[src/hw/uart_rx_pkg.sv]
package uart_rx_pkg;
  // Register indices; 0x2B is not word aligned, so each byte address is four times its index
  localparam logic [7:0] CTRL_IDX = 8'h2B;
  localparam logic [7:0] FUNC_IDX = 8'h2C;
  localparam logic [7:0] RXBUF_IDX = 8'h2D;
  localparam logic [7:0] DIV_IDX = 8'h2E;
  localparam logic [7:0] ISTAT_IDX = 8'h2F;
  localparam logic [7:0] IMASK_IDX = 8'h30;
  localparam int ADDR_W = 12;
  localparam logic [11:0] CTRL_ADDR = {2'b00, CTRL_IDX, 2'b00};
  localparam logic [11:0] FUNC_ADDR = {2'b00, FUNC_IDX, 2'b00};
  localparam logic [11:0] RXBUF_ADDR = {2'b00, RXBUF_IDX, 2'b00};
  localparam logic [11:0] DIV_ADDR = {2'b00, DIV_IDX, 2'b00};
  localparam logic [11:0] ISTAT_ADDR = {2'b00, ISTAT_IDX, 2'b00};
  localparam logic [11:0] IMASK_ADDR = {2'b00, IMASK_IDX, 2'b00};
  // Control register fields
  localparam int ENABLE_BIT = 0;
  localparam int PAR_EN_BIT = 1;
  localparam int PAR_ODD_BIT = 2;
  localparam int FULL_BIT = 3;
  localparam int ACTIVE_BIT = 4;
  localparam int FRAME_BIT = 5;
  localparam int OVERRUN_BIT = 6;
  localparam int PARITY_BIT = 7;
  localparam logic [7:0] CTRL_RESET = 8'h00;
  localparam logic [2:0] FUNC_RECEIVER = 3'b101;
  localparam logic [2:0] FUNC_RESET = 3'h0;
  // Oversampling divider: bit time = 16 ticks, tick = (div+1) clocks
  localparam logic [15:0] DIV_RESET = 16'h0035;
  localparam logic [3:0] TICKS_PER_BIT = 4'hF;
  localparam logic [3:0] HALF_BIT = 4'h7;
  // Interrupt status bits
  localparam int IRQ_FULL = 0;
  localparam int IRQ_ERROR = 1;
  localparam int IRQ_W = 2;
  localparam logic [1:0] RESP_OKAY = 2'b00;
  localparam logic [1:0] RESP_SLVERR = 2'b10;

  typedef struct packed {
    logic [7:0] data;
    logic parityErr;
    logic frameErr;
  } rx_frame_s;

  typedef struct packed {
    logic enable;
    logic parityEn;
    logic parityOdd;
  } rx_cfg_s;
endpackage

[src/hw/rx_deframer.sv]
module rx_deframer (
  input wire logic clock,
  input wire logic rst_n,
  input wire logic clockEnable,
  input wire logic tick,
  input wire logic line,
  input wire uart_rx_pkg::rx_cfg_s cfg,
  output logic active,
  output logic frameValid,
  output uart_rx_pkg::rx_frame_s frame
);
  typedef enum logic [2:0] {
    IDLE = 3'b000,
    START = 3'b001,
    DATA = 3'b010,
    PARITY = 3'b011,
    STOP = 3'b100
  } rx_state_e;

  rx_state_e state_q;
  logic [3:0] tickCnt_q;
  logic [2:0] bitCnt_q;
  logic [7:0] shift_q;
  logic parity_q;
  logic parityBit_q;
  logic midBit;

  assign midBit = tick && (tickCnt_q == uart_rx_pkg::TICKS_PER_BIT);
  assign active = (state_q != IDLE);

  always_ff @(posedge clock or negedge rst_n) begin
    if (!rst_n) begin
      state_q <= IDLE;
      tickCnt_q <= 4'h0;
      bitCnt_q <= 3'h0;
      shift_q <= 8'h00;
      parity_q <= 1'b0;
      parityBit_q <= 1'b0;
    end else if (clockEnable) begin
      if (!cfg.enable) begin
        state_q <= IDLE;
      end else if (tick) begin
        tickCnt_q <= tickCnt_q + 4'h1;
        case (state_q)
          IDLE: begin
            tickCnt_q <= 4'h0;
            if (!line) begin
              state_q <= START;
            end
          end
          START: begin
            if (tickCnt_q == uart_rx_pkg::HALF_BIT) begin
              tickCnt_q <= 4'h0;
              // A glitch shorter than half a bit is not a start
              state_q <= line ? IDLE : DATA;
              bitCnt_q <= 3'h0;
              parity_q <= 1'b0;
            end
          end
          DATA: begin
            if (midBit) begin
              shift_q <= {line, shift_q[7:1]};
              parity_q <= parity_q ^ line;
              bitCnt_q <= bitCnt_q + 3'h1;
              if (bitCnt_q == 3'h7) begin
                state_q <= cfg.parityEn ? PARITY : STOP;
              end
            end
          end
          PARITY: begin
            if (midBit) begin
              parityBit_q <= line;
              state_q <= STOP;
            end
          end
          STOP: begin
            if (midBit) begin
              state_q <= IDLE;
            end
          end
          default: state_q <= IDLE;
        endcase
      end
    end
  end

  always_ff @(posedge clock or negedge rst_n) begin
    if (!rst_n) begin
      frameValid <= 1'b0;
      frame <= '0;
    end else if (clockEnable) begin
      frameValid <= 1'b0;
      if (cfg.enable && state_q == STOP && midBit) begin
        frameValid <= 1'b1;
        frame.data <= shift_q;
        frame.frameErr <= !line;
        // Even: data^parity must be 0; odd: must be 1
        frame.parityErr <= cfg.parityEn &&
          ((parity_q ^ parityBit_q) != cfg.parityOdd);
      end
    end
  end
endmodule

[src/hw/rx_line_sync.sv]
module rx_line_sync (
  input wire logic clock,
  input wire logic rst_n,
  input wire logic clockEnable,
  input wire logic lineIn,
  output logic lineOut
);
  logic meta_q;
  logic sync_q;

  // Line idles high, so reset to mark state to avoid a false start
  always_ff @(posedge clock or negedge rst_n) begin
    if (!rst_n) begin
      meta_q <= 1'b1;
      sync_q <= 1'b1;
    end else if (clockEnable) begin
      meta_q <= lineIn;
      sync_q <= meta_q;
    end
  end

  assign lineOut = sync_q;
endmodule

[src/hw/uart_rx_ctrl.sv]
// How it works
// Receiver works only with function code 101
// Control bit 0 enables the receiver
// Bit 1 adds a parity bit to frames
// Bit 2 chooses even or odd parity
// Bit 7 flags a parity mismatch
// Bit 6 flags byte loaded before read
// Bit 5 flags low stop bit
// Error flags valid only while buffer full
// Control read clears the three error flags
// Bit 4 shows reception in progress
// Bit 3 set on load, cleared by buffer read
// Buffer full drives the interrupt request; irq follows the masked sticky status bits, set on load or on an error, cleared by writing one
// Read returns flags before clearing them
module uart_rx_ctrl (
  input wire logic clock,
  input wire logic rst_n,
  input wire logic clockEnable,
  input wire logic serialIn,
  input wire logic [11:0] s_axi_awaddr,
  input wire logic s_axi_awvalid,
  output logic s_axi_awready,
  input wire logic [31:0] s_axi_wdata,
  input wire logic [3:0] s_axi_wstrb,
  input wire logic s_axi_wvalid,
  output logic s_axi_wready,
  output logic [1:0] s_axi_bresp,
  output logic s_axi_bvalid,
  input wire logic s_axi_bready,
  input wire logic [11:0] s_axi_araddr,
  input wire logic s_axi_arvalid,
  output logic s_axi_arready,
  output logic [31:0] s_axi_rdata,
  output logic [1:0] s_axi_rresp,
  output logic s_axi_rvalid,
  input wire logic s_axi_rready,
  output logic irq
);
  logic [2:0] ctrlCfg_q;
  logic [2:0] funcSel_q;
  localparam int IRQ_W_L = uart_rx_pkg::IRQ_W;
  logic [15:0] divider_q;
  logic [IRQ_W_L-1:0] intStat_q;
  logic [IRQ_W_L-1:0] intMask_q;
  logic full_q;
  logic overrun_q;
  logic frameErr_q;
  logic parityErr_q;
  logic [7:0] rxBuf_q;
  logic [15:0] tickCnt_q;
  logic tick;
  logic line;
  logic active;
  logic frameValid;
  uart_rx_pkg::rx_frame_s frame;
  uart_rx_pkg::rx_cfg_s cfg;

  // Write channel holding registers
  logic awHeld_q;
  logic wHeld_q;
  logic [11:0] awAddr_q;
  logic [31:0] wData_q;
  logic [3:0] wStrb_q;
  logic doWrite;
  logic doRead;
  logic [11:0] rdAddr;

  function automatic logic mapped(input logic [11:0] a);
    mapped = (a == uart_rx_pkg::CTRL_ADDR) || (a == uart_rx_pkg::FUNC_ADDR) ||
      (a == uart_rx_pkg::RXBUF_ADDR) || (a == uart_rx_pkg::DIV_ADDR) ||
      (a == uart_rx_pkg::ISTAT_ADDR) || (a == uart_rx_pkg::IMASK_ADDR);
  endfunction

  assign cfg.enable = ctrlCfg_q[uart_rx_pkg::ENABLE_BIT] &&
    (funcSel_q == uart_rx_pkg::FUNC_RECEIVER);
  assign cfg.parityEn = ctrlCfg_q[uart_rx_pkg::PAR_EN_BIT];
  assign cfg.parityOdd = ctrlCfg_q[uart_rx_pkg::PAR_ODD_BIT];

  rx_line_sync u_sync (
    .clock(clock),
    .rst_n(rst_n),
    .clockEnable(clockEnable),
    .lineIn(serialIn),
    .lineOut(line)
  );

  rx_deframer u_deframer (
    .clock(clock),
    .rst_n(rst_n),
    .clockEnable(clockEnable),
    .tick(tick),
    .line(line),
    .cfg(cfg),
    .active(active),
    .frameValid(frameValid),
    .frame(frame)
  );

  // Oversampling tick: sixteen ticks per bit
  always_ff @(posedge clock or negedge rst_n) begin
    if (!rst_n) begin
      tickCnt_q <= 16'h0000;
    end else if (clockEnable) begin
      tickCnt_q <= (tick || !cfg.enable) ? 16'h0000 : tickCnt_q + 16'h0001;
    end
  end
  assign tick = cfg.enable && (tickCnt_q == divider_q);

  // AXI write: address and data accepted in either order
  assign s_axi_awready = !awHeld_q && !s_axi_bvalid;
  assign s_axi_wready = !wHeld_q && !s_axi_bvalid;
  assign doWrite = awHeld_q && wHeld_q && !s_axi_bvalid;

  always_ff @(posedge clock or negedge rst_n) begin
    if (!rst_n) begin
      awHeld_q <= 1'b0;
      wHeld_q <= 1'b0;
      awAddr_q <= 12'h000;
      wData_q <= 32'h0000_0000;
      wStrb_q <= 4'h0;
      s_axi_bvalid <= 1'b0;
      s_axi_bresp <= uart_rx_pkg::RESP_OKAY;
    end else if (clockEnable) begin
      if (s_axi_awvalid && s_axi_awready) begin
        awHeld_q <= 1'b1;
        awAddr_q <= {s_axi_awaddr[11:2], 2'b00};
      end
      if (s_axi_wvalid && s_axi_wready) begin
        wHeld_q <= 1'b1;
        wData_q <= s_axi_wdata;
        wStrb_q <= s_axi_wstrb;
      end
      if (doWrite) begin
        awHeld_q <= 1'b0;
        wHeld_q <= 1'b0;
        s_axi_bvalid <= 1'b1;
        s_axi_bresp <= mapped(awAddr_q) ? uart_rx_pkg::RESP_OKAY : uart_rx_pkg::RESP_SLVERR;
      end else if (s_axi_bvalid && s_axi_bready) begin
        s_axi_bvalid <= 1'b0;
      end
    end
  end

  // Software-written configuration; fields sit in the low byte lane, except the divider high byte in lane 1
  always_ff @(posedge clock or negedge rst_n) begin
    if (!rst_n) begin
      ctrlCfg_q <= uart_rx_pkg::CTRL_RESET[2:0];
      funcSel_q <= uart_rx_pkg::FUNC_RESET;
      divider_q <= uart_rx_pkg::DIV_RESET;
      intMask_q <= '0;
    end else if (clockEnable && doWrite) begin
      if (wStrb_q[0]) begin
        case (awAddr_q)
          uart_rx_pkg::CTRL_ADDR: ctrlCfg_q <= wData_q[2:0];
          uart_rx_pkg::FUNC_ADDR: funcSel_q <= wData_q[2:0];
          uart_rx_pkg::DIV_ADDR: divider_q[7:0] <= wData_q[7:0];
          uart_rx_pkg::IMASK_ADDR: intMask_q <= wData_q[IRQ_W_L-1:0];
          default: ;
        endcase
      end
      if (wStrb_q[1] && awAddr_q == uart_rx_pkg::DIV_ADDR) begin
        divider_q[15:8] <= wData_q[15:8];
      end
    end
  end

  // AXI read: one read outstanding, data registered
  assign s_axi_arready = !s_axi_rvalid;
  assign doRead = clockEnable && s_axi_arvalid && s_axi_arready;
  assign rdAddr = {s_axi_araddr[11:2], 2'b00};

  always_ff @(posedge clock or negedge rst_n) begin
    if (!rst_n) begin
      s_axi_rvalid <= 1'b0;
      s_axi_rdata <= 32'h0000_0000;
      s_axi_rresp <= uart_rx_pkg::RESP_OKAY;
    end else if (clockEnable) begin
      if (doRead) begin
        s_axi_rvalid <= 1'b1;
        s_axi_rresp <= mapped(rdAddr) ? uart_rx_pkg::RESP_OKAY : uart_rx_pkg::RESP_SLVERR;
        case (rdAddr)
          // Snapshot taken before the clear below lands
          uart_rx_pkg::CTRL_ADDR: s_axi_rdata <= {24'h000000, parityErr_q, overrun_q,
            frameErr_q, active, full_q, ctrlCfg_q};
          uart_rx_pkg::FUNC_ADDR: s_axi_rdata <= {29'h00000000, funcSel_q};
          uart_rx_pkg::RXBUF_ADDR: s_axi_rdata <= {24'h000000, rxBuf_q};
          uart_rx_pkg::DIV_ADDR: s_axi_rdata <= {16'h0000, divider_q};
          uart_rx_pkg::ISTAT_ADDR: s_axi_rdata <= {30'h00000000, intStat_q};
          uart_rx_pkg::IMASK_ADDR: s_axi_rdata <= {30'h00000000, intMask_q};
          default: s_axi_rdata <= 32'h0000_0000;
        endcase
      end else if (s_axi_rvalid && s_axi_rready) begin
        s_axi_rvalid <= 1'b0;
      end
    end
  end

  // Receive buffer and status flags; a new event wins over a same-cycle clear
  always_ff @(posedge clock or negedge rst_n) begin
    if (!rst_n) begin
      rxBuf_q <= 8'h00;
      full_q <= 1'b0;
      overrun_q <= 1'b0;
      frameErr_q <= 1'b0;
      parityErr_q <= 1'b0;
    end else if (clockEnable) begin
      if (doRead && rdAddr == uart_rx_pkg::CTRL_ADDR) begin
        overrun_q <= 1'b0;
        frameErr_q <= 1'b0;
        parityErr_q <= 1'b0;
      end
      if (doRead && rdAddr == uart_rx_pkg::RXBUF_ADDR) begin
        full_q <= 1'b0;
      end
      if (frameValid) begin
        rxBuf_q <= frame.data;
        full_q <= 1'b1;
        // Flags describe the byte now in the buffer, so they only mean anything while full
        if (full_q && !(doRead && rdAddr == uart_rx_pkg::RXBUF_ADDR)) begin
          overrun_q <= 1'b1;
        end
        if (frame.frameErr) begin
          frameErr_q <= 1'b1;
        end
        if (frame.parityErr) begin
          parityErr_q <= 1'b1;
        end
      end
    end
  end

  // Sticky interrupt status, write one to clear; set wins
  always_ff @(posedge clock or negedge rst_n) begin
    if (!rst_n) begin
      intStat_q <= '0;
    end else if (clockEnable) begin
      if (doWrite && wStrb_q[0] && awAddr_q == uart_rx_pkg::ISTAT_ADDR) begin
        intStat_q <= intStat_q & ~wData_q[IRQ_W_L-1:0];
      end
      if (frameValid) begin
        intStat_q[uart_rx_pkg::IRQ_FULL] <= 1'b1;
        if (frame.frameErr || frame.parityErr || full_q) begin
          intStat_q[uart_rx_pkg::IRQ_ERROR] <= 1'b1;
        end
      end
    end
  end

  assign irq = |(intStat_q & intMask_q);
endmodule

[config.mk]
export PLATFORM = sky130hd
export DESIGN_NAME = uart_rx_ctrl
export DESIGN_NICKNAME = d
export VERILOG_FILES = /design/src/hw/uart_rx_pkg.sv /design/src/hw/rx_deframer.sv /design/src/hw/rx_line_sync.sv /design/src/hw/uart_rx_ctrl.sv
export SDC_FILE = /design/constraint.sdc
export NUM_CORES = 1
export LEC_CHECK = 0
export BUFFER_PORTS_ARGS = -buffer_cell sky130_fd_sc_hd__buf_2
export CORE_MARGIN = 5
export CORE_UTILIZATION = 56
export DETAILED_ROUTE_END_ITERATION = 8
export PLACE_DENSITY = 0.8
export SLEW_MARGIN = 25
export SYNTH_ARGS = -nofsm -noshare
export SYNTH_HDL_FRONTEND = slang
export SYNTH_SLANG_ARGS = --single-unit
[constraint.sdc]
create_clock -name clock -period 2.9 [get_ports clock]
set_input_delay 0.29 -clock clock [delete_from_list [all_inputs] [get_ports clock]]
set_output_delay 0.29 -clock clock [all_outputs]
set_load 0.05 [all_outputs]
* Word-level counts from Yosys, hierarchy flattened *
Cells that the tools add are included.

operators by class
  multiplexer cells = 46
  reduce and logical (&&, ||, !) cells = 75
  bitwise operators = 5
  eq/ne operators = 31
  add/sub/neg operators = 3

operators with widths
  operator                 count
  $eq A10 B6 Y1 const B    12
  $pmux W16 S6             1
  $mux W3                  11
  $reduce_and A2 Y1        13
  $logic_and A1 B1 Y1      23
  $mux W1                  23
  $add A16 B1 Y16 const B  1
  $eq A16 B16 Y1           1
  $mux W16                 1
  $ne A3 B2 Y1 const B     5
  $pmux W3 S5              1
  $reduce_and A3 Y1        5
  $reduce_bool A2 Y1       7
  $logic_or A1 B1 Y1       13
  $mux W2                  5
  $reduce_and A5 Y1        2
  $eq A3 B3 Y1 const B     3
  $pmux W4 S2              1
  $reduce_and A8 Y1        1
  $logic_not A1 Y1         7
  $eq A3 B2 Y1 const B     2
  $pmux W3 S2              1
  $reduce_and A6 Y1        1
  $add A4 B1 Y4 const B    1
  16 further kinds         19

word-level totals
  flip-flop bits (word level) = 155
  output and inout bits = 42

* Depth between registers and ports, before layout *
Gate-level depths: netlist (run 1).

  depth in word-level cells = 8
  gate-level depth with buffers = 7
  depth with buffers taken out = 6

* Cells and area by module *
From an unflattened synthesis (run 1), not the netlist that was laid out.

unflattened totals
  cells, all modules = 525
  area, all modules = 6,515.0 sq um

by module, submodules not included
  module        instances  seq. area each (sq um)  area each (sq um)  cells an instance
  uart_rx_ctrl  1          2,607.5                 4,931.0            400
  rx_deframer   1          775.7                   1,508.9            121
  rx_line_sync  1          52.6                    75.1               4

* Worst setup path before layout (run 1) *
OpenSTA, ideal clock, no wires.

  path kind = reg2reg
  start point = reg s_axi_bvalid
  end point = reg funcSel_q[0]
  period minus slack after synthesis = 2.404 ns
  arrival = 2.279 ns
  setup slack = 0.496 ns
  cell stages (with the launch flop) = 6
  library setup time = 0.125 ns
  path through = dfrtp_1 -> nand4b_2 -> or2_1 -> or2_2 -> or4_1 -> mux2_2

on the way
  cells in the longest elaborated chain, start to end = 4

RTL lines
  item                         line                 text
  from (decl)                  uart_rx_ctrl.sv:28   output logic s_axi_bvalid,
  from (signal assigned)       uart_rx_ctrl.sv:121  s_axi_bvalid <= 1'b0;
  from (signal assigned)       uart_rx_ctrl.sv:136  s_axi_bvalid <= 1'b1;
  from (signal assigned)       uart_rx_ctrl.sv:139  s_axi_bvalid <= 1'b0;
  $logic_not A1 Y1             uart_rx_ctrl.sv:112  assign doWrite = awHeld_q && wHeld_q && !s_axi_bvalid;
  $logic_and A1 B1 Y1          uart_rx_ctrl.sv:112
  $logic_and A1 B1 Y1          uart_rx_ctrl.sv:151  end else if (clockEnable && doWrite) begin
  $reduce_and A3 Y1 (no line)  -
  to (signal assigned)         uart_rx_ctrl.sv:148  funcSel_q <= uart_rx_pkg::FUNC_RESET;
  to (signal assigned)         uart_rx_ctrl.sv:155  uart_rx_pkg::FUNC_ADDR: funcSel_q <= wData_q[2:0];
  to (decl)                    uart_rx_ctrl.sv:40   logic [2:0] funcSel_q;

No other way between the ends.
A chain may end at the register's enable or synchronous reset.

* Worst setup path after layout (run 1) *
  start point = reg divider_q[12]
  end point = reg, netlist name u_deframer.frame[9]

on the way
  cells in the longest elaborated chain, start to end = 5

RTL lines
  item                         line                 text
  from (decl)                  uart_rx_ctrl.sv:42   logic [15:0] divider_q;
  from (signal assigned)       uart_rx_ctrl.sv:149  divider_q <= uart_rx_pkg::DIV_RESET;
  from (signal assigned)       uart_rx_ctrl.sv:162  divider_q[15:8] <= wData_q[15:8];
  $eq A16 B16 Y1               uart_rx_ctrl.sv:107  assign tick = cfg.enable && (tickCnt_q == divider_q);
  $logic_and A1 B1 Y1          uart_rx_ctrl.sv:107
  $logic_and A1 B1 Y1          rx_deframer.sv:28    assign midBit = tick && (tickCnt_q == uart_rx_pkg::TICKS_PER_BIT);
  $logic_and A1 B1 Y1          rx_deframer.sv:93    if (cfg.enable && state_q == STOP && midBit) begin
  $reduce_and A2 Y1 (no line)  -

No other way between the ends.

==> results of run 1 <==
-- tightest hold or removal path: cells and delay by family --
kind / cells / cell delay (ps)
compound gates: 1 / 60
buf+inv: 1 / 80
simple gates: 1 / 40
-- sequential cells by signal, summed over array words and instances, names as in the netlist, 2 cells and up --
signal	cells
divider_q	16
s_axi_rdata	16
tickCnt_q	16
wData_q	16
awAddr_q	10
u_deframer.frame	10
rxBuf_q	8
u_deframer.shift_q	8
u_deframer.tickCnt_q	4
ctrlCfg_q	3
funcSel_q	3
u_deframer.bitCnt_q	3
u_deframer.state_q	3
intMask_q	2
intStat_q	2
wStrb_q	2
-- worst min path at each step --
stage                    startpoint      endpoint  cells after the start
finish              s_axi_awaddr[4]   awAddr_q[4]                      3
global route        s_axi_awaddr[6]   awAddr_q[6]                      2
CTS                 s_axi_awaddr[4]   awAddr_q[4]                      3
detailed placement            rst_n  awAddr_q[11]                      1
global placement              rst_n  awAddr_q[10]                      1
floorplan                     rst_n  awAddr_q[10]                      0
-- layout make-up --
cell class | instances | area (µm²)
Inverter | 17 | 63.8
Tap cell | 143 | 179
Clock buffer | 17 | 425
Fill cell | 852 | 3750
Sequential cell | 137 | 3440
Timing Repair Buffer | 83 | 465
Clock inverter | 15 | 249
Multi-Input combinational cell | 384 | 2800
-- cell usage after synthesis, drive strengths merged (5+ instances only) --
library cell and instances:
dfrtp 131, mux2 76, nand2 48, nor2 33, o21ai 23, nand3 22
clkbuf 21, buf 20, xor2 18, inv 17, xnor2 11, nor3 10
nand4 9, a21oi 8, a31oi 8, nor4 8, nand2b 7, o211ai 7
a21o 6, dfstp 6, or2 6, o31ai 5
-- layout by cell type (no fill, tap or decap), types with 9 or more instances in the layout --
| cell | count |
|---|---|
| sky130_fd_sc_hd__clkbuf_16 | 17 |
| sky130_fd_sc_hd__xnor2_1 | 11 |
| sky130_fd_sc_hd__mux2_4 | 13 |
| sky130_fd_sc_hd__nand2_1 | 48 |
| sky130_fd_sc_hd__buf_2 | 69 |
| sky130_fd_sc_hd__mux2_2 | 63 |
| sky130_fd_sc_hd__nand4_1 | 9 |
| sky130_fd_sc_hd__dfrtp_1 | 131 |
| sky130_fd_sc_hd__conb_1 | 18 |
| sky130_fd_sc_hd__nand3_1 | 22 |
| sky130_fd_sc_hd__inv_1 | 17 |
| sky130_fd_sc_hd__o21ai_0 | 23 |
| sky130_fd_sc_hd__xor2_1 | 18 |
| sky130_fd_sc_hd__nor3_1 | 9 |
| sky130_fd_sc_hd__buf_4 | 12 |
| sky130_fd_sc_hd__nor2_1 | 32 |
-- layer usage --
| metal | up-vias | global-route usage | part of all wire |
|---|---|---|---|
| met2 | 194 | 0.335 | 0.48 |
| met1 | 2302 | 0.290 | 0.43 |
| met4 | 0 | 0.0573 | 0.0093 |
| li1 | 2132 | - | - |
| met3 | 15 | 0.0794 | 0.083 |
| met5 | - | 0 | 0 |
-- power by group --
| group | internal [mW] | leakage [nW] | switching, mW |
|---|---|---|---|
| logic | 0.335 | 1.62 | 0.527 |
| registers | 2.18 | 1.79 | 0.208 |
| clock network | 1.62 | 0.323 | 0.841 |
| total | 4.13 | 3.74 | 1.58 |
-- kinds of logic (layout without fill, tap and decap cells) --
logic type / after synthesis / after routing / share of synthesized area
buffers and inverters: 58 / 132 / 0.0465
AO/OA/AOI/OAI: 79 / 79 / 0.0821
XOR/XNOR: 29 / 29 / 0.0393
multiplexers: 82 / 82 / 0.153
flip-flops: 137 / 137 / 0.532
AND/OR/NAND/NOR: 172 / 172 / 0.139
other: 1 / 18 / 0.000580
adder cells (fa/ha/maj): 4 / 4 / 0.00774
-- through the flow --
step | setup WS (ps) | std cells | instance area (µm²) | util
global placement | 446 | 763 | 6940 | 0.610
floorplan | 496 | 579 | 6530 | -
global route | 313 | 796 | 7620 | 0.670
CTS | 394 | 796 | 7620 | 0.670
finish | 400 | 796 | 7620 | 0.670
detailed placement | 420 | 763 | 6940 | 0.610
==> reports/qor.yml, run 1 <==
number_of_antenna_violations_at_the_first_check_in_global_routing: 0
net_count_reported_at_finish: 713
critPathTopFamily: "simple AND/OR/NAND/NOR gates"
slew-limit-headroom: 0.537
sequential_element_share_of_the_synthesized_area: 0.532
critical_path_depth: 6
async_reset_ff_frac: 1.00
ys_ff_latch: 137
synth.distinct_cells: 61
detailedRoute.firstIterationViolations: 448
critical_register_to_register_path_endpoint: "u_deframer.frame[9]"
most_common_flop_cell_mapped_by_yosys: "sky130_fd_sc_hd__dfrtp_1"
core-area_um2: 11400
crit_path_cell_trace: "xor2_1 -> nor4_1 -> nand4_1 -> or4_1 -> buf_4 -> mux2_4"
report.power.total_mw: 5.70
r2r.worst_path.cells: 6
grt_pass1_wl_mm: 24.2
critPathKind: "reg -> reg"
post_drt_wl_per_cell_um: 18.0
endpoint: "u_deframer.frame[9]"
floorplan.die_area_um2: 13800
final.hold.worst_slack_ps: 97.8
cellLeakagePower_nw: 3.74
synth-edff-count: 0
firstDrtPassIters: 8
post-cts-setup-buffer-count: 0
initial_core_util: 0.569
io_pins: 111
synth.top_cell.area_share: 0.507
cp.required_ps: 3200
slew_violations: 0
first_global_vias: 4817
aggregate_negative_setup_slack_ps: 0
clk_pin_slew_worst_paths_ps: 60
cts_num_sinks: 137
critical_path.startpoint_type: "flip-flop"
setup_violations: 0
totalWireLength_mm: 14.3
placementRows: 39
cts-root-buf: "sky130_fd_sc_hd__clkbuf_16"
highest_clock_rate_mhz: 400
place.gp.congestion: 0.881
cp.arrival_ps: 2800
die_x_um: 117
grt.overflow.total: 0
layout-area-overhead-vs-synth_pct: 17.9
post_cts_resized: 0
critical_path.slowest_cell: "sky130_fd_sc_hd__or4_1"
vdd.ir_drop.worst_v: 0.000791
critPathMaxFanout: 11
setup.worst_path.start: "divider_q[12]"
outcome: "finished clean"
dp_hpwl_mm: 9.90
num_vias: 4643
worstReg2RegStart: "divider_q[12]"
max_cap_viol_count: 0
htree_levels: 4
grt_util_all_layers: 0.217
post_synth.cell_area_avg_um2: 11.5
fp.dieH_um: 117
layout_worst_path_cycle_share: 0.862
grt_max_degree: 57
finalWorstPathRequiredPeriod_ps: 2500
rsz0062_at_grt: "no"
drive_gt1_frac: 0.326
io_buffers: 70
holdBufCountCts: 1
syn-instance-count: 562
avgViaCountPerCell: 5.83
cts-buffers-inserted: 17
final.setup_skew_ps: 9.77
cp_num_buf_inv: 1
worst-r2r-setup-slack_ps: 400
yosys.area.top_type: "sky130_fd_sc_hd__dfrtp_1"
timing_worst_slew_pin_value_ps: 693
synth_top_cells_by_area: "sky130_fd_sc_hd__dfrtp_1 51%, sky130_fd_sc_hd__mux2_2 11%, sky130_fd_sc_hd__mux2_4 3.0%"
yosysWarningCount: 0
min_path_type: "in -> reg"
drc: 0
end_kind: "flip-flop"
final_hold_violation_count: 0
max_stage_delay_ps: 570
worstSkewPairLatency_ps: 420
clockBufferDepth: 2
final_antenna_net_count: 0
antenna_cells_inserted: 0
power.density_cell_area_nw_per_um2: 748
post_synth_instance_area_um2: 6460
clock_tree_from_tritoncts: "built"
Note: power is estimated with default switching activity, not from simulation.
==> run 2, diff against run 1 <==
--- a/config.mk
+++ b/config.mk
@@ -9,7 +9,7 @@
 export CORE_MARGIN = 5
 export CORE_UTILIZATION = 56
 export DETAILED_ROUTE_END_ITERATION = 8
-export PLACE_DENSITY = 0.8
+export PLACE_DENSITY = 0.81
 export SLEW_MARGIN = 25
 export SYNTH_ARGS = -nofsm -noshare
 export SYNTH_HDL_FRONTEND = slang
==> reports/qor.yml, run 2 (synthesized netlist as in run 1, its figures left out) <==
totalWireLength_mm: 14.4  # was 14.3 mm
vdd.ir_drop.worst_v: 0.000966  # was 0.000791 V
setup_violations: 0  # unchanged
place.gp.congestion: 0.849  # was 0.881
clockBufferDepth: 2  # unchanged
cts-buffers-inserted: 17  # unchanged
r2r.worst_path.cells: 6  # unchanged
critical_register_to_register_path_endpoint: "u_deframer.frame[8]"  # was u_deframer.frame[9]
aggregate_negative_setup_slack_ps: 0  # unchanged
final_hold_violation_count: 0  # unchanged
global_routing_s_busiest_layer: "met2"  # unchanged
first_global_vias: 4793  # was 4817
io_pins: 111  # unchanged
slew-limit-headroom: 0.531  # was 0.537
hold-path-endpoint: "wStrb_q[1]"  # was awAddr_q[4]
timing_worst_slew_pin_value_ps: 701  # was 693 ps
initial_core_util: 0.569  # unchanged
grt_max_degree: 72  # was 57
slew_violations: 0  # unchanged
cts_num_sinks: 137  # unchanged
placementRows: 39  # unchanged
grt_use_met2: 0.339  # was 0.335
highest_clock_rate_mhz: 398  # was 400 MHz
worstReg2RegStart: "tickCnt_q[8]"  # was divider_q[12]
clk_pin_slew_worst_paths_ps: 60  # about the same
core-area_um2: 11400  # unchanged
layout-area-overhead-vs-synth_pct: 17.7  # was 17.9%
io_buffers: 70  # unchanged
outcome: "finished clean"  # unchanged
htree_levels: 4  # unchanged
finalWorstPathRequiredPeriod_ps: 2510  # was 2500 ps
grt_util_all_layers: 0.216  # was 0.217
post_drt_wl_per_cell_um: 18.1  # was 18.0 µm
grt.overflow.total: 0  # unchanged
final_antenna_net_count: 0  # unchanged
avgViaCountPerCell: 5.87  # was 5.83
num_vias: 4675  # was 4643
layout_commonest_cell: "sky130_fd_sc_hd__dfrtp_1"  # unchanged
end_kind: "flip-flop"  # unchanged
worst-r2r-setup-slack_ps: 390  # was 400 ps
number_of_antenna_violations_at_the_first_check_in_global_routing: 2  # was 0
grt_pass1_wl_mm: 24.4  # was 24.2 mm
min_path_type: "in -> reg"  # unchanged
filler_cell_count: 823  # was 852
grt_util_met3: 0.0616  # was 0.0794
groute.layer.met1.usage: 0.293  # was 0.290
power.density_cell_area_nw_per_um2: 743  # was 748 nW/µm²
post_dp_cell_area_um2: 6930  # was 6940 µm²
final.hold.worst_slack_ps: 89.0  # was 97.8 ps
firstDrtPassIters: 5  # was 8
floorplan.die_area_um2: 13800  # unchanged
detailedRoute.firstIterationViolations: 417  # was 448
cellLeakagePower_nw: 3.73  # was 3.74 nW
layout_common_cells: "131 x sky130_fd_sc_hd__dfrtp_1, 69 x sky130_fd_sc_hd__buf_2, 63 x sky130_fd_sc_hd__mux2_2"  # unchanged
cp.required_ps: 3200  # about the same
fin_area_um2: 7610  # was 7620 µm²
post_cts_resized: 0  # unchanged
critPathKind: "reg -> reg"  # unchanged
critPathMaxFanout: 11  # unchanged
hold_depth: 3  # unchanged
drive_gt1_frac: 0.322  # was 0.326
net_count_reported_at_finish: 712  # was 713
rsz0062_at_grt: "no"  # unchanged
cts-root-buf: "sky130_fd_sc_hd__clkbuf_16"  # unchanged
fp.dieH_um: 117  # unchanged
final.setup_skew_ps: 7.75  # was 9.77 ps
worstSkewPairLatency_ps: 420  # about the same
max_cap_viol_count: 0  # unchanged
cp.arrival_ps: 2810  # was 2800 ps
drc: 0  # unchanged
layout_worst_path_cycle_share: 0.866  # was 0.862
dp_hpwl_mm: 9.98  # was 9.90 mm
critical_path.startpoint_type: "flip-flop"  # unchanged
final_core_util: 0.669  # was 0.670
hold_path_startpoint: "s_axi_wstrb[1]"  # was s_axi_awaddr[4]
clock_tree_from_tritoncts: "built"  # unchanged
die_x_um: 117  # unchanged
==> run 2: how the worst max path moves through the flow <==
stage | from | endpoint | slack, ps | depth (start not counted)
after global routing | divider_q[8] | u_deframer.frame[8] | 290 | 6
after global placement | divider_q[12] | u_deframer.frame[6] | 460 | 6
after floorplan | s_axi_bvalid | funcSel_q[0] | 500 | 5
final | tickCnt_q[8] | u_deframer.frame[8] | 390 | 6
after detailed placement | divider_q[12] | u_deframer.frame[6] | 440 | 6
after CTS | divider_q[8] | u_deframer.frame[8] | 370 | 6
==> run 2: metrics by stage <==
stage               power, mW  setup slack (ps)  instances
floorplan                3.00               496        579
global placement         3.23               457        762
detailed placement       3.27               438        762
CTS                      5.68               373        794
global route             5.88               287        797
finish                   5.65               389        797
==> run 2: timing repair <==
item                                   CTS  global route
hold buffers                             0             1
buffers inserted                         0             0
endpoints found under the hold margin    0            65
==> run 2: power breakdown <==
group          total [mW]  internal (mW)  leakage (nW)  switching (mW)
combinational       0.855          0.331          1.62           0.524
clock                2.40           1.61         0.321           0.795
sequential           2.39           2.18          1.79           0.216
total                5.65           4.12          3.73            1.53
==> run 2: cell type report <==
| cell class | instances | area, µm² | area share |
|---|---|---|---|
| flip-flops and latches | 137 | 3440 | 0.452 |
| repair buffers | 82 | 462 | 0.0607 |
| well taps | 143 | 179 | 0.0235 |
| inverters | 17 | 63.8 | 0.00839 |
| multi-input cells | 384 | 2800 | 0.369 |
| diodes | 2 | 5.00 | 0.000658 |
| clock buffers | 19 | 433 | 0.0569 |
| clock inverters | 13 | 225 | 0.0296 |
==> run 2: layer usage <==
layer  up-vias  part of all wire
li1       2133                 -
met1      2328              0.44
met2       191              0.47
met3        23             0.071
met4         0             0.017
met5         -                 0
==> run 2: critical path: stages (launching register included) <==
cell and delay [ps]:
sky130_fd_sc_hd__dfrtp_1 450, sky130_fd_sc_hd__xor2_1 170, sky130_fd_sc_hd__nor4_1 360, sky130_fd_sc_hd__nand4_1 310
sky130_fd_sc_hd__or4_1 580, sky130_fd_sc_hd__buf_4 210, sky130_fd_sc_hd__mux2_4 310
==> run 3, diff against run 2 <==
--- a/config.mk
+++ b/config.mk
@@ -7,9 +7,9 @@
 export LEC_CHECK = 0
 export BUFFER_PORTS_ARGS = -buffer_cell sky130_fd_sc_hd__buf_2
 export CORE_MARGIN = 5
-export CORE_UTILIZATION = 56
+export CORE_UTILIZATION = 53
 export DETAILED_ROUTE_END_ITERATION = 8
-export PLACE_DENSITY = 0.81
+export PLACE_DENSITY = 0.77
 export SLEW_MARGIN = 25
 export SYNTH_ARGS = -nofsm -noshare
 export SYNTH_HDL_FRONTEND = slang
==> constraint.sdc (replaced) <==
create_clock -name clock -period 2.6 [get_ports clock]
set_input_delay 0.26 -clock clock [delete_from_list [all_inputs] [get_ports clock]]
set_output_delay 0.26 -clock clock [all_outputs]
set_load 0.05 [all_outputs]
==> reports/qor.yml, run 3 (synthesized netlist as in run 1, its figures left out) <==
outcome: "finished clean"  # unchanged
power.density_cell_area_nw_per_um2: 778  # was 743 nW/µm²
number_of_antenna_violations_at_the_first_check_in_global_routing: 1  # was 2
htree_levels: 4  # unchanged
rsz0062_at_grt: "no"  # unchanged
placementRows: 40  # was 39
drc: 0  # unchanged
place.gp.congestion: 0.882  # was 0.849
cellLeakagePower_nw: 3.71  # was 3.73 nW
layout_worst_path_cycle_share: 0.949  # was 0.866
layout_common_cells: "131 x sky130_fd_sc_hd__dfrtp_1, 69 x sky130_fd_sc_hd__buf_2, 63 x sky130_fd_sc_hd__mux2_2"  # unchanged
min_path_type: "in -> reg"  # unchanged
grt_pass1_wl_mm: 24.1  # was 24.4 mm
core-area_um2: 12000  # was 11400 µm²
die_x_um: 120  # was 117 µm
clock_tree_from_tritoncts: "built"  # unchanged
highest_clock_rate_mhz: 405  # was 398 MHz
fin_area_um2: 7540  # was 7610 µm²
critPathKind: "reg -> reg"  # unchanged
dp_hpwl_mm: 10.3  # was 9.98 mm
floorplan.die_area_um2: 14500  # was 13800 µm²
aggregate_negative_setup_slack_ps: 0  # unchanged
clk_pin_slew_worst_paths_ps: 50  # was 60 ps
drive_gt1_frac: 0.319  # was 0.322
layout_commonest_cell: "sky130_fd_sc_hd__dfrtp_1"  # unchanged
slew-limit-headroom: 0.606  # was 0.531
detailedRoute.firstIterationViolations: 402  # was 417
avgViaCountPerCell: 5.72  # was 5.87
grt_util_all_layers: 0.210  # was 0.216
first_global_vias: 4760  # was 4793
net_count_reported_at_finish: 719  # was 712
worstSkewPairLatency_ps: 420  # about the same
final_antenna_net_count: 0  # unchanged
end_kind: "flip-flop"  # unchanged
timing_worst_slew_pin_value_ps: 591  # was 701 ps
critical_path.startpoint_type: "flip-flop"  # unchanged
vdd.ir_drop.worst_v: 0.000699  # was 0.000966 V
grt_max_degree: 47  # was 72
clockBufferDepth: 2  # unchanged
max_cap_viol_count: 0  # unchanged
fp.dieH_um: 120  # was 117 µm
critPathMaxFanout: 11  # unchanged
cts_num_sinks: 137  # unchanged
io_buffers: 70  # unchanged
io_pins: 111  # unchanged
setup_violations: 0  # unchanged
cts-root-buf: "sky130_fd_sc_hd__clkbuf_16"  # unchanged
post_dp_cell_area_um2: 6990  # was 6930 µm²
finalWorstPathRequiredPeriod_ps: 2470  # was 2510 ps
firstDrtPassIters: 6  # was 5
cp.required_ps: 2900  # was 3200 ps
cp.arrival_ps: 2760  # was 2810 ps
layout-area-overhead-vs-synth_pct: 16.7  # was 17.7%
initial_core_util: 0.540  # was 0.569
totalWireLength_mm: 14.2  # was 14.4 mm
final.setup_skew_ps: 6.67  # was 7.75 ps
post_drt_wl_per_cell_um: 17.6  # was 18.1 µm
cts-buffers-inserted: 17  # unchanged
grt.overflow.total: 0  # unchanged
slew_violations: 0  # unchanged
final_hold_violation_count: 0  # unchanged
num_vias: 4620  # was 4675
run 3: worst paths after layout:
check	endpoint	slack, ps	start	depth (start not counted)
worst max register to register	u_deframer.frame[7]	130	divider_q[7]	6
max in group asynchronous	divider_q[5]	1360	rst_n	3
min in group asynchronous	awAddr_q[11]	390	rst_n	2
worst max-delay path	u_deframer.frame[7]	130	divider_q[7]	6
worst min register to register	s_axi_rdata[11]	470	s_axi_rdata[11]	2
worst min-delay path	wStrb_q[0]	60	s_axi_wstrb[0]	3
run 3: where the power goes:
| part | internal (mW) | total [mW] | switching (mW) |
|---|---|---|---|
| Sequential | 2.43 | 2.67 | 0.241 |
| Clock | 1.39 | 2.22 | 0.835 |
| Combinational | 0.377 | 0.968 | 0.591 |
| Total | 4.20 | 5.86 | 1.67 |
run 3: cell type report:
| type | instances | area, µm² |
|---|---|---|
| antenna | 1 | 2.50 |
| clock buffer | 29 | 500 |
| clock inverter | 3 | 40.0 |
| fill | 932 | 4420 |
| inverter | 17 | 63.8 |
| multi-input combinational | 384 | 2800 |
| sequential | 137 | 3440 |
| tap | 147 | 184 |
| timing repair buffer | 89 | 510 |
run 3: critical path, stage by stage, from the launching register on:
cell	delay, ps
sky130_fd_sc_hd__dfrtp_1	420
sky130_fd_sc_hd__xor2_1	170
sky130_fd_sc_hd__nor4_1	360
sky130_fd_sc_hd__nand4_1	310
sky130_fd_sc_hd__or4_1	560
sky130_fd_sc_hd__buf_4	210
sky130_fd_sc_hd__mux2_4	310
run 3: metrics by stage:
stage	power (mW)	cells	worst slack, ps	hold slack (ps)	util
2_1_floorplan	3.35	579	196	-35.6	-
3_3_place_gp	3.61	773	170	298	0.584
3_5_place_dp	3.67	773	150	308	0.584
4_1_cts	5.89	806	141	51.6	0.630
5_1_grt	6.13	807	2.63	61.7	0.630
6_report	5.86	807	133	60.2	0.630
run 3: what timing repair did:
action                                  4_1_cts  5_1_grt
hold buffers                                  1        0
hold endpoints to repair                     41        0
endpoints found under the setup margin        0        2
setup buffers                                 0        0
resized for setup                             0        0
run 3: per-layer routing:
metal	up-vias	GRT usage	wire length, µm
li1	2137	-	-
met1	2305	0.293	6360
met2	165	0.319	6650
met3	13	0.0552	1030
met4	0	0.0715	189
met5	-	0	0
